--- src/include/rx_monitor_regs.vh ---
// Register map and constants for the receive channel byte monitor.
// Assumes a 32-bit AXI4-Lite slave with one aligned word per register.
`ifndef RX_MONITOR_REGS_VH
`define RX_MONITOR_REGS_VH

// Register index and byte address of the common control register
`define CTRL_FIVE_IDX 8'h2B
`define CTRL_FIVE_ADDR 10'h0AC
// Monitor register index; its byte address is four times the index
`define MON_BYTE_IDX 8'hAB
`define MON_BYTE_WADDR 10'h2AC
// Field positions
`define SEL_MSB 4
`define SEL_LSB 0
// Reset values
`define CTRL_FIVE_RST 8'h00
`define MON_BYTE_RST 8'h00
// Bits per timeslot and timeslots per frame
`define BITS_PER_SLOT 8
`define SLOTS_PER_FRAME 32
// AXI responses
`define RESP_OKAY 2'h0
`define RESP_SLVERR 2'h2

`endif

--- src/hw/slot_capture.v ---
// Serial capture of one selected timeslot into a byte.
// Assumes clock-domain-clean inputs: bit strobe, slot number and bit index.
`timescale 1ns/1ns
`default_nettype none
`include "rx_monitor_regs.vh"

module slot_capture #(
	parameter SEL_W = 5
) (
	// Clock and reset
	input wire clk,
	input wire rst,
	// Receive stream, already synchronised
	input wire bit_stb,
	input wire data_bit,
	input wire [4:0] slot_num,
	input wire [2:0] bit_idx,
	// Selected slot and result
	input wire [SEL_W-1:0] sel,
	output reg [7:0] byte_out,
	output reg byte_stb
);

	reg [7:0] shift_r;
	wire hit;
	wire [7:0] shift_nxt;

	// Code is channel minus one, and channel n rides in slot n-1, so code equals slot
	assign hit = bit_stb && (slot_num == sel);
	// First bit lands in the top after eight shifts
	assign shift_nxt = {shift_r[6:0], data_bit};

	// Shift in slot bits; publish after the eighth
	always @(posedge clk or posedge rst) begin
		if (rst) begin
			shift_r <= `MON_BYTE_RST;
			byte_out <= `MON_BYTE_RST;
			byte_stb <= 1'b0;
		end else begin
			byte_stb <= 1'b0;
			if (hit) begin
				shift_r <= shift_nxt;
				if (bit_idx == 3'h7) begin
					byte_out <= shift_nxt;
					byte_stb <= 1'b1;
				end
			end
		end
	end

endmodule
`default_nettype wire

--- src/hw/rx_channel_monitor.v ---
// Receive channel byte monitor with an AXI4-Lite register port.
// Assumes the framer's serial data, slot and bit counters arrive from a foreign clock.
// Overview of operation
// Five-bit channel select in control bits 4:0
// Selected channel byte readable at offset AB
// First received bit goes to bit seven
// Last received bit goes to bit zero
// Channel n travels in timeslot n minus one
// Code is channel minus one; reload per frame
//
// Design decision made here: the AXI4-Lite interface to the registers.
`timescale 1ns/1ns
`default_nettype none
`include "rx_monitor_regs.vh"

module rx_channel_monitor #(
	parameter ADDR_W = 10
) (
	// Clock and reset
	input wire CLK,
	input wire SYS_RST,
	// Framer receive stream (foreign timing)
	input wire RX_BIT_STB,
	input wire RX_DATA,
	input wire [4:0] RX_SLOT,
	input wire [2:0] RX_BIT_IDX,
	// AXI4-Lite write address
	input wire [ADDR_W-1:0] S_AXI_AWADDR,
	input wire S_AXI_AWVALID,
	output reg S_AXI_AWREADY,
	// AXI4-Lite write data
	input wire [31:0] S_AXI_WDATA,
	input wire [3:0] S_AXI_WSTRB,
	input wire S_AXI_WVALID,
	output reg S_AXI_WREADY,
	// AXI4-Lite write response
	output reg [1:0] S_AXI_BRESP,
	output reg S_AXI_BVALID,
	input wire S_AXI_BREADY,
	// AXI4-Lite read address
	input wire [ADDR_W-1:0] S_AXI_ARADDR,
	input wire S_AXI_ARVALID,
	output reg S_AXI_ARREADY,
	// AXI4-Lite read data
	output reg [31:0] S_AXI_RDATA,
	output reg [1:0] S_AXI_RRESP,
	output reg S_AXI_RVALID,
	input wire S_AXI_RREADY
);

	// Results of the shared register decode
	localparam [1:0] DEC_NONE = 2'h0;
	localparam [1:0] DEC_CTRL = 2'h1;
	localparam [1:0] DEC_MON = 2'h2;

	// Register decode shared by read and write paths
	function [1:0] decode;
		input [ADDR_W-1:0] a;
		begin
			if (a == `CTRL_FIVE_ADDR)
				decode = DEC_CTRL;
			else if (a == `MON_BYTE_WADDR)
				decode = DEC_MON;
			else
				decode = DEC_NONE;
		end
	endfunction

	// Two-flop synchronisers on every framer input
	reg [9:0] sync1_r;
	reg [9:0] sync2_r;
	always @(posedge CLK or posedge SYS_RST) begin
		if (SYS_RST) begin
			sync1_r <= 10'h000;
			sync2_r <= 10'h000;
		end else begin
			sync1_r <= {RX_BIT_STB, RX_DATA, RX_SLOT, RX_BIT_IDX};
			sync2_r <= sync1_r;
		end
	end

	// Strobe edge detect one cycle late: data, slot and bit index cross with the
	// strobe and may still be settling on its first synchronised cycle
	reg stb_d_r;
	reg stb_d2_r;
	wire stb_rise;
	always @(posedge CLK or posedge SYS_RST) begin
		if (SYS_RST) begin
			stb_d_r <= 1'b0;
			stb_d2_r <= 1'b0;
		end else begin
			stb_d_r <= sync2_r[9];
			stb_d2_r <= stb_d_r;
		end
	end
	// Needs the framer strobe high for at least two clocks
	assign stb_rise = stb_d_r & ~stb_d2_r;

	// Control register and monitor byte
	reg [7:0] ctrl_r;
	wire [7:0] mon_byte;

	slot_capture #(
		.SEL_W(5)
	) u_cap (
		.clk(CLK),
		.rst(SYS_RST),
		.bit_stb(stb_rise),
		.data_bit(sync2_r[8]),
		.slot_num(sync2_r[7:3]),
		.bit_idx(sync2_r[2:0]),
		.sel(ctrl_r[`SEL_MSB:`SEL_LSB]),
		.byte_out(mon_byte),
		.byte_stb()
	);

	// Write channel: address and data latched independently, either order
	reg aw_full_r;
	reg w_full_r;
	reg [ADDR_W-1:0] aw_addr_r;
	reg [7:0] w_data_r;
	reg w_lane_r;
	wire do_write;
	// A pending pair waits while the previous answer is still unread
	assign do_write = aw_full_r && w_full_r && !S_AXI_BVALID;

	// Write address slot; ready is a one-cycle pulse accepting a waiting valid
	always @(posedge CLK or posedge SYS_RST) begin
		if (SYS_RST) begin
			aw_full_r <= 1'b0;
			aw_addr_r <= {ADDR_W{1'b0}};
			S_AXI_AWREADY <= 1'b0;
		end else begin
			// Kept low while an address waits, so none is overwritten
			S_AXI_AWREADY <= S_AXI_AWVALID && !aw_full_r && !S_AXI_AWREADY;
			if (S_AXI_AWVALID && S_AXI_AWREADY) begin
				aw_full_r <= 1'b1;
				aw_addr_r <= S_AXI_AWADDR;
			end else if (do_write) begin
				aw_full_r <= 1'b0;
			end
		end
	end

	// Write data slot; only the low byte lane is kept
	always @(posedge CLK or posedge SYS_RST) begin
		if (SYS_RST) begin
			w_full_r <= 1'b0;
			w_data_r <= 8'h00;
			w_lane_r <= 1'b0;
			S_AXI_WREADY <= 1'b0;
		end else begin
			S_AXI_WREADY <= S_AXI_WVALID && !w_full_r && !S_AXI_WREADY;
			if (S_AXI_WVALID && S_AXI_WREADY) begin
				w_full_r <= 1'b1;
				w_data_r <= S_AXI_WDATA[7:0];
				w_lane_r <= S_AXI_WSTRB[0];
			end else if (do_write) begin
				w_full_r <= 1'b0;
			end
		end
	end

	// Effect of the pending write, decoded from the latched address
	reg [1:0] bresp_nxt;
	reg ctrl_we;
	always @* begin
		bresp_nxt = `RESP_OKAY;
		ctrl_we = 1'b0;
		if (decode(aw_addr_r) == DEC_CTRL) begin
			// Byte-wide register: a write without the low lane changes nothing
			ctrl_we = w_lane_r;
		end else if (decode(aw_addr_r) == DEC_MON) begin
			// Monitor is read-only; writes are ignored but answered
			bresp_nxt = `RESP_OKAY;
		end else begin
			bresp_nxt = `RESP_SLVERR;
		end
	end

	// Write response; stands until the master takes it
	always @(posedge CLK or posedge SYS_RST) begin
		if (SYS_RST) begin
			S_AXI_BVALID <= 1'b0;
			S_AXI_BRESP <= `RESP_OKAY;
		end else if (do_write) begin
			S_AXI_BVALID <= 1'b1;
			S_AXI_BRESP <= bresp_nxt;
		end else if (S_AXI_BVALID && S_AXI_BREADY) begin
			S_AXI_BVALID <= 1'b0;
		end
	end

	// Control register; bits 7:5 are stored and read back but take no part in the select
	always @(posedge CLK or posedge SYS_RST) begin
		if (SYS_RST)
			ctrl_r <= `CTRL_FIVE_RST;
		else if (do_write && ctrl_we)
			ctrl_r <= w_data_r;
	end

	// Read data selection for the offered address
	reg [31:0] rdata_nxt;
	reg [1:0] rresp_nxt;
	always @* begin
		rdata_nxt = 32'h00000000;
		rresp_nxt = `RESP_OKAY;
		if (decode(S_AXI_ARADDR) == DEC_CTRL) begin
			rdata_nxt = {24'h000000, ctrl_r};
		end else if (decode(S_AXI_ARADDR) == DEC_MON) begin
			// Unused upper bits read as zero
			rdata_nxt = {24'h000000, mon_byte};
		end else begin
			rresp_nxt = `RESP_SLVERR;
		end
	end

	// Read address: one read at a time, so ready waits for the answer to be taken
	always @(posedge CLK or posedge SYS_RST) begin
		if (SYS_RST)
			S_AXI_ARREADY <= 1'b0;
		else
			S_AXI_ARREADY <= S_AXI_ARVALID && !S_AXI_ARREADY && !S_AXI_RVALID;
	end

	// Read answer the cycle after acceptance; stands until the master takes it
	always @(posedge CLK or posedge SYS_RST) begin
		if (SYS_RST) begin
			S_AXI_RVALID <= 1'b0;
			S_AXI_RDATA <= 32'h00000000;
			S_AXI_RRESP <= `RESP_OKAY;
		end else if (S_AXI_ARVALID && S_AXI_ARREADY) begin
			S_AXI_RVALID <= 1'b1;
			S_AXI_RDATA <= rdata_nxt;
			S_AXI_RRESP <= rresp_nxt;
		end else if (S_AXI_RVALID && S_AXI_RREADY) begin
			S_AXI_RVALID <= 1'b0;
		end
	end

endmodule
`default_nettype wire

--- config.mk ---
export PLATFORM = sky130hd
export DESIGN_NAME = rx_channel_monitor
export DESIGN_NICKNAME = d
export VERILOG_FILES = /design/src/hw/slot_capture.v /design/src/hw/rx_channel_monitor.v
export VERILOG_INCLUDE_DIRS = /design/src /design/src/include
export SDC_FILE = /design/constraint.sdc
export NUM_CORES = 1
export LEC_CHECK = 0
export ABC_CLOCK_PERIOD_IN_PS = 2800
export BUFFER_PORTS_ARGS = -buffer_cell sky130_fd_sc_hd__buf_2
export CAP_MARGIN = 30
export CORE_MARGIN = 4
export CORE_UTILIZATION = 45
export DETAILED_ROUTE_END_ITERATION = 12
export GPL_TIMING_DRIVEN = 0
export PLACE_DENSITY = 0.73
export SLEW_MARGIN = 10
export SYNTH_ARGS = -nofsm -noshare
export SYNTH_HDL_FRONTEND = slang
export SYNTH_SLANG_ARGS = --single-unit
export TNS_END_PERCENT = 30
--- constraint.sdc ---
create_clock -name CLK -period 2.8 [get_ports CLK]
set_input_delay 0.14 -clock CLK [delete_from_list [all_inputs] [get_ports CLK]]
set_output_delay 0.14 -clock CLK [all_outputs]
set_load 0.005 [all_outputs]
### Word level (Yosys, flattened, before mapping)

Cells that the tools add are included.

* multiply operators: 0
* div/mod/pow operators: 0
* $add $sub $neg: 0
* equality and inequality tests: 10
* reductions and logical operators: 27
* shift-type cells: 0
* mux-type cells: 20
* magnitude comparators: 0
* bitwise gates (word level): 2

Operators by type and width (count)
* 10-bit equality test, second input constant: 2
* 10-bit by 8-bit equality test with 1-bit output, second input constant: 2
* 2-bit 2-to-1 mux: 10
* 8-bit 2-to-1 mux: 2
* 1-bit logical AND: 15
* 1-bit 2-to-1 mux: 8
* 2-bit nonzero test: 4
* 1-bit zero test: 7
* 5-bit equality test: 1
* 2-bit by 1-bit equality test with 1-bit output, second input constant: 2
* 2-bit equality test, second input constant: 2
* 3-bit equality test, second input constant: 1
* 2-bit AND reduction: 1
* 1-bit AND: 1
* 1-bit inverter: 1

* output and inout bits: 41
* latch bits: 0
* register bits: 107
* memory bits (read-only): 0
* RAM bits: 0
* input bits: 73
* memories: 0

### Depth between registers and ports, before layout

Gate-level depths: netlist of run 1.

* depth after elaboration: 8
* gate-level depth with buffers: 5
* gate-level depth less buffers: 4

### Cells and area by module

From an unflattened synthesis of run 1, not the netlist that was laid out.

* cells, all modules: 221
* area, all modules: 3206.8 um^2

Modules (own cells, without submodules)
* rx_channel_monitor: instances 1, area each 2541.2 um^2, cells each 178
* slot_capture: instances 1, area each 665.6 um^2, cells each 43

### Least setup slack after synthesis of run 1

OpenSTA, ideal clock, no wires.

* kind: register to register
* from: register ctrl_r[1]
* to: register u_cap.shift_r[0]
* clock period less this slack: 1.772 ns
* buffers on the path: 1
* data arrival time: 1.647 ns
* stages on the path, launching flop included: 6
* library setup time: 0.125 ns
* slack: 1.028 ns
* cell sequence: dfrtp_1 xor2_1 nand2b_1 or4b_4 buf_6 mux2_4

* longest elaborated chain between the ends: 2

RTL lines
* start, declared: line rx_channel_monitor.v:100 `reg [7:0] ctrl_r;`
* start signal, assigned: line rx_channel_monitor.v:197 `` ctrl_r <= `CTRL_FIVE_RST; ``
* start signal, assigned: line rx_channel_monitor.v:199 `ctrl_r <= w_data_r;`
* 5-bit equality test: line slot_capture.v:29 `assign hit = bit_stb && (slot_num == sel);`
* 1-bit logical AND: line slot_capture.v:29
* end signal, assigned: line slot_capture.v:36 `` shift_r <= `MON_BYTE_RST; ``
* end signal, assigned: line slot_capture.v:42 `shift_r <= shift_nxt;`
* end, declared: line slot_capture.v:24 `reg [7:0] shift_r;`

Every way passes these cells.
A chain may end at the register's enable or synchronous reset.

### Final worst setup path of run 1

* from: register ctrl_r[3]
* to: register u_cap.byte_out[6]

* longest elaborated chain between the ends: 3

RTL lines
* 5-bit equality test: line slot_capture.v:29
* 1-bit logical AND: line slot_capture.v:29
* 2-bit AND reduction (no source line)
* end signal, assigned: line slot_capture.v:37 `` byte_out <= `MON_BYTE_RST; ``
* end signal, assigned: line slot_capture.v:44 `byte_out <= shift_nxt;`
* end, declared: line slot_capture.v:20 `output reg [7:0] byte_out,`

Every way passes these cells.

==> out/results.ini, run 1 <==
[outcome]
outcome=finished, final reports clean

[timing]
maxSlewViolCount=0
hold_violations=0
period_needed_ps=1970
setup_viol=0
skew_ps=2.91
rsz0062_at_grt=no
setup_tns_ps=0
slew_headroom=0.573
setup_ws_ps=827
fmax_mhz=507
worstMarginPinSlew_ps=641
timing.final.crit_share=0.705

[global_route]
antenna_found_initial=0
grt_max_degree=67
grt.overflow.total=0
globalRouteTotalUtil=0.141
grt_pass1_wl_um=9190
grt_pass1_vias=1925

[clock_network]
clk_pin_slew_worst_paths_ps=80
htreeDepth=3
post_cts_resized=0
clock_sinks=81
clk_path_buf_depth=2
root_buffer=clkbuf_8
cts_made_buffers=9
insertion_delay_ps=350
ctsHoldBuffers=13
cts_tree=yes
post_cts_buffers=0

[critical_path]
cp-start-kind=register
worstPathArrival_ps=2210
cp_slowest_stage_delay_ps=630
crit_family=simple AND/OR/NAND/NOR gates
required_ps=3030
reg2reg_depth=4
path_depth=4
worst_setup_path_end_kind=register
crit_start=ctrl_r[3]$_DFFE_PP0P_
reg2reg_slack_ps=830
crit_path_top_delay_cell=nor4_4
r2r_start=ctrl_r[3]$_DFFE_PP0P_
cp_num_buf_inv=0
path_cells=xnor2_1 > nand4_1 > nor4_4 > mux2_2
r2r-end=u_cap.byte_out[6]$_DFFE_PP0P_
crit_path_end=u_cap.byte_out[6]$_DFFE_PP0P_
crit_path_max_fanout=8
crit_type=register to register

[synth]
synth-edff-count=0
synth_area_leader_cell=dfrtp_1
ys_ff_latch=81
async_reset_ff_frac=1.00
netlist_instances=218
yosysSeqAreaShare=0.635
synth_cell_types=28
ys_top_cells_by_area=dfrtp_1, mux2_2, buf_4
yosys.area.top_type_share=0.635
syn_area_um2=3190
avgSynthCellArea_um2=14.6
synth_ff_type=dfrtp_1
yosysMostFrequentCell=dfrtp_1
synth.cells.most_frequent=dfrtp_1, mux2_2, buf_4, nand2_1
yosys_warnings=0

[hold_path]
worstHoldPathType=primary input to register

[drt]
routed_wl_um=5570
dr.pass1.iters=4
drc=0
vias_per_cell=4.52
ant_nets=0
post_drt_wl_per_cell_um=13.0
vias=1935
drt_iter0_drc=60

[floorplan]
start_util=0.467
num_rows=30
die_area_um2=8500
core_area_um2=6830
io_pins=114
die-width_um=92.2
dieHeight_um=92.2

[cells_and_area]
final_layout_size_suffix_gt1_frac=0.452
fin_util=0.595
num_antenna_cells=0
nNetsFinal=400
area_delta_synth_final_pct=27.4

[place]
place_ws_ps=838
finalWeightedCongestion=0.725
place_hpwl_um=3990
port_buffers=59

[power]
cellLeakagePower_nw=2.06
max-vdd-ir-drop_uv=497
power_density_nw_per_um2=671

[job]
drv_cap=0

[final cells by class]
cell class / count / area, um^2
repair buffers: 73 / 453
clock buffers: 10 / 138
plain buffers: 30 / 218
flip-flops and latches: 81 / 2030
inverters: 4 / 17.5
fillers: 557 / 2770
multi-input cells: 128 / 1020
well taps: 96 / 120
clock inverters: 6 / 67.6
[per-layer routing]
layer	global-route usage	wire length (um)	up-vias
li1	-	-	921
met1	0.168	2310	938
met2	0.231	2730	67
met3	0.0525	445	9
met4	0.0557	91	0
met5	0	0	-
[registers in the layout, indices dropped and copies added (netlist names)]
register / cells
S_AXI_ARREADY: 1
S_AXI_AWREADY: 1
S_AXI_BRESP: 1
S_AXI_BVALID: 1
S_AXI_RDATA: 8
S_AXI_RRESP: 1
S_AXI_RVALID: 1
S_AXI_WREADY: 1
aw_addr_r: 10
aw_full_r: 1
ctrl_r: 8
stb_d2_r: 1
stb_d_r: 1
sync1_r: 10
sync2_r: 10
u_cap.byte_out: 8
u_cap.shift_r: 7
w_data_r: 8
w_full_r: 1
w_lane_r: 1
[cells by family after synthesis]
family          after synthesis  share of synthesized area
compound gates               13                     0.0267
xor+xnor                      5                     0.0137
buf+inv                      34                     0.0729
flops                        81                      0.635
mux                          51                      0.185
other cells                   1                    0.00118
simple gates                 33                     0.0651
[worst min path at each step]
| stage | start | cells past startpoint | end |
|---|---|---|---|
| 3_3_place_gp | RX_SLOT[1] | 1 | sync1_r[4]$_DFF_PP0_ |
| 4_1_cts | S_AXI_AWADDR[1] | 2 | aw_addr_r[1]$_DFFE_PP0P_ |
| 6_report | S_AXI_WDATA[6] | 2 | w_data_r[6]$_DFFE_PP0P_ |
| 2_1_floorplan | RX_BIT_IDX[0] | 0 | sync1_r[0]$_DFF_PP0_ |
| 3_5_place_dp | SYS_RST | 2 | sync1_r[3]$_DFF_PP0_ |
| 5_1_grt | S_AXI_WDATA[2] | 2 | w_data_r[2]$_DFFE_PP0P_ |
[power breakdown]
group | internal (W) | switching (W) | leakage [nW]
combinational | 0.000243 | 0.000153 | 0.934
clock | 0.000437 | 0.000417 | 0.0985
sequential | 0.00137 | 0.000109 | 1.02
[cell usage in the layout (no fill, tap or decap), types with 7 or more instances in the layout]
cell	netlist	layout
mux2i_1	8	8
mux2_2	36	36
conb_1	1	26
mux2_4	7	7
o31ai_1	8	8
buf_2	0	59
clkbuf_8	0	10
buf_4	26	26
dfrtp_1	81	81
nand2_1	15	15
dlygate4sd3_1	0	13
[per-stage QoR]
| stage | power, W | hold WS [ps] | instances | area [um^2] |
|---|---|---|---|---|
| after floorplan | 0.00175 | 171 | 243 | 3280 |
| after global placement | 0.00185 | 248 | 398 | 3700 |
| after detailed placement | 0.00189 | 82.1 | 399 | 3730 |
| after CTS | 0.00276 | 2.59 | 428 | 4070 |
| after global routing | 0.00287 | 2.04 | 428 | 4070 |
| final | 0.00273 | 17.9 | 428 | 4070 |
Power figures use the tool's default switching activity.
==> run 2, diff against run 1 <==
- ABC_CLOCK_PERIOD_IN_PS: 2800 -> 2000
- clock period: 2.8 -> 2 ns (I/O delays scaled with it)
==> run 2 against run 1 <==
  * Non-clock buffer count increased by 21
  * Design area increased by 5.4%
  * Maximum frequency increased by 6.1%
  * Sequential power increased by 40%
  * Final cell count increased by 4.9%
  * Clock power increased by 46%
  * Wire length increased by 0.59%
  * Sequential share of layout area decreased by 2.5 points
  * Hold slack improved by 0.84 ps
  * Worst setup slack got worse by 690 ps
  * Largest cell class unchanged
  * Highest routed layer unchanged
==> out/results.ini, run 2 (same netlist as run 1, synthesis figures left out) <==
[drt]
routed_wl_um=5610
drt_iter0_drc=54
vias=2016
dr.pass1.iters=4
drc=0
ant_nets=0
post_drt_wl_per_cell_um=12.5
vias_per_cell=4.49

[global_route]
antenna_found_initial=0
grt_pass1_wl_um=9320
globalRouteTotalUtil=0.138
grt.overflow.total=0
grt_max_degree=40
grt_pass1_vias=2098

[critical_path]
reg2reg_depth=5
crit_type=register to register
reg2reg_slack_ps=140
worstPathArrival_ps=2080
required_ps=2220
cp_num_buf_inv=1
cp-start-kind=register
worst_setup_path_end_kind=register
crit_path_max_fanout=7
crit_start=ctrl_r[1]$_DFFE_PP0P_
path_depth=5
path_cells=xor2_1 > nand2b_1 > or4b_4 > buf_6 > mux2_4
cp_slowest_stage_delay_ps=510
r2r_start=ctrl_r[1]$_DFFE_PP0P_
crit_path_top_delay_cell=or4b_4
crit_path_end=u_cap.shift_r[6]$_DFFE_PP0P_
crit_family=simple AND/OR/NAND/NOR gates
r2r-end=u_cap.shift_r[6]$_DFFE_PP0P_

[timing]
worstMarginPinSlew_ps=606
slew_headroom=0.596
setup_viol=0
maxSlewViolCount=0
timing.final.crit_share=0.930
setup_tns_ps=0
setup_ws_ps=141
fmax_mhz=538
rsz0062_at_grt=no
hold_violations=0
skew_ps=8.89
period_needed_ps=1860

[power]
max-vdd-ir-drop_uv=585
swShare=0.234
clkPwrFrac=0.320
power.switching_w=0.000911
power_density_nw_per_um2=910
cellLeakagePower_nw=2.14
finalPower_w=0.00390
power.internal_w=0.00299
seqPwrFrac=0.530
comb_power_share=0.150

[place]
place_ws_ps=-1.28
dpl.cell_count=400
port_buffers=59
finalWeightedCongestion=0.737
place_hpwl_um=3940

[cells_and_area]
num_antenna_cells=0
nNetsFinal=421
final_common_cell=dfrtp_1
mostFrequentLayoutCells=dfrtp_1, buf_2, mux2_2
area_delta_synth_final_pct=34.2
reg.largest.list=aw_addr_r (10), sync1_r (10), sync2_r (10)
final_layout_size_suffix_gt1_frac=0.425
fin_cells=449

[floorplan]
start_util=0.467
core_area_um2=6830
dieHeight_um=92.2
io_pins=114
num_rows=30
die-width_um=92.2
die_area_um2=8500

[clock_network]
post_cts_resized=0
clock_sinks=81
clk_path_buf_depth=2
insertion_delay_ps=340
clk_pin_slew_worst_paths_ps=80
cts_tree=yes
htreeDepth=3
cts_made_buffers=9
root_buffer=clkbuf_8

[job]
drv_cap=0

[outcome]
outcome=finished, final reports clean

[hold_path]
worstHoldPathType=primary input to register

run 2: changes by cell type in the layout (fill, tap and decap cells not counted), sizes merged:
cell,previous run,this run
clkinvlp,2,3
clkbuf,12,13
buf,88,90
bufinv,1,2
clkinv,3,1
dlygate4sd3,13,32
inv,4,3
run 2: layout make-up:
| class | count | area, um^2 |
|---|---|---|
| Multi-Input combinational cell | 128 | 1020 |
| Clock inverter | 5 | 80.1 |
| Buffer | 30 | 218 |
| Fill cell | 554 | 2550 |
| Clock buffer | 11 | 131 |
| Sequential cell | 81 | 2030 |
| Inverter | 4 | 18.8 |
| Tap cell | 96 | 120 |
| Timing Repair Buffer | 94 | 663 |
run 2: worst reg2reg max path: stages, from the launching register on:
cell	delay, ps
dfrtp_1	420
xor2_1	200
nand2b_1	160
or4b_4	510
buf_6	160
mux2_4	300
run 2: worst min path at each step:
stage,startpoint,slack [ps],endpoint,depth (start not counted)
global placement,RX_SLOT[4],210,sync1_r[7]$_DFF_PP0_,1
detailed placement,SYS_RST,120,sync1_r[4]$_DFF_PP0_,2
global route,S_AXI_AWVALID,20,S_AXI_AWREADY$_DFF_PP0_,2
floorplan,RX_BIT_IDX[0],130,sync1_r[0]$_DFF_PP0_,0
finish,S_AXI_AWVALID,20,S_AXI_AWREADY$_DFF_PP0_,2
CTS,S_AXI_AWVALID,6,S_AXI_AWREADY$_DFF_PP0_,2
run 2: per-layer routing:
metal / global-route usage / wire length (um) / vias to the layer above
li1: - / - / 968
met1: 0.172 / 2370 / 970
met2: 0.235 / 2830 / 71
met3: 0.0287 / 357 / 7
met4: 0.0569 / 55 / 0
met5: 0 / 0 / -
run 2: per-stage QoR:
| step | cell area [um^2] | util | hold WS [ps] |
|---|---|---|---|
| detailed placement | 3740 | 0.548 | 115 |
| CTS | 4280 | 0.626 | 6.17 |
| finish | 4280 | 0.627 | 18.8 |
| floorplan | 3290 | - | 131 |
| global placement | 3700 | 0.542 | 208 |
| global route | 4280 | 0.627 | 17.1 |
run 2: timing repair:
item,4_1_cts,5_1_grt
pin swaps,1,1
hold endpoints to repair,47,0
hold buffers,32,0
buffers inserted,0,1
setup endpoints to repair,8,8
run 2: power by group through the flow:
| stage | Sequential, W | Clock, W | Combinational [W] |
|---|---|---|---|
| finish | 0.00207 | 0.00125 | 0.000585 |
| global route | 0.00210 | 0.00134 | 0.000658 |
| CTS | 0.00207 | 0.00129 | 0.000589 |
| detailed placement | 0.00210 | 0 | 0.000540 |
| global placement | 0.00208 | 0 | 0.000511 |
| floorplan | 0.00206 | 0 | 0.000395 |
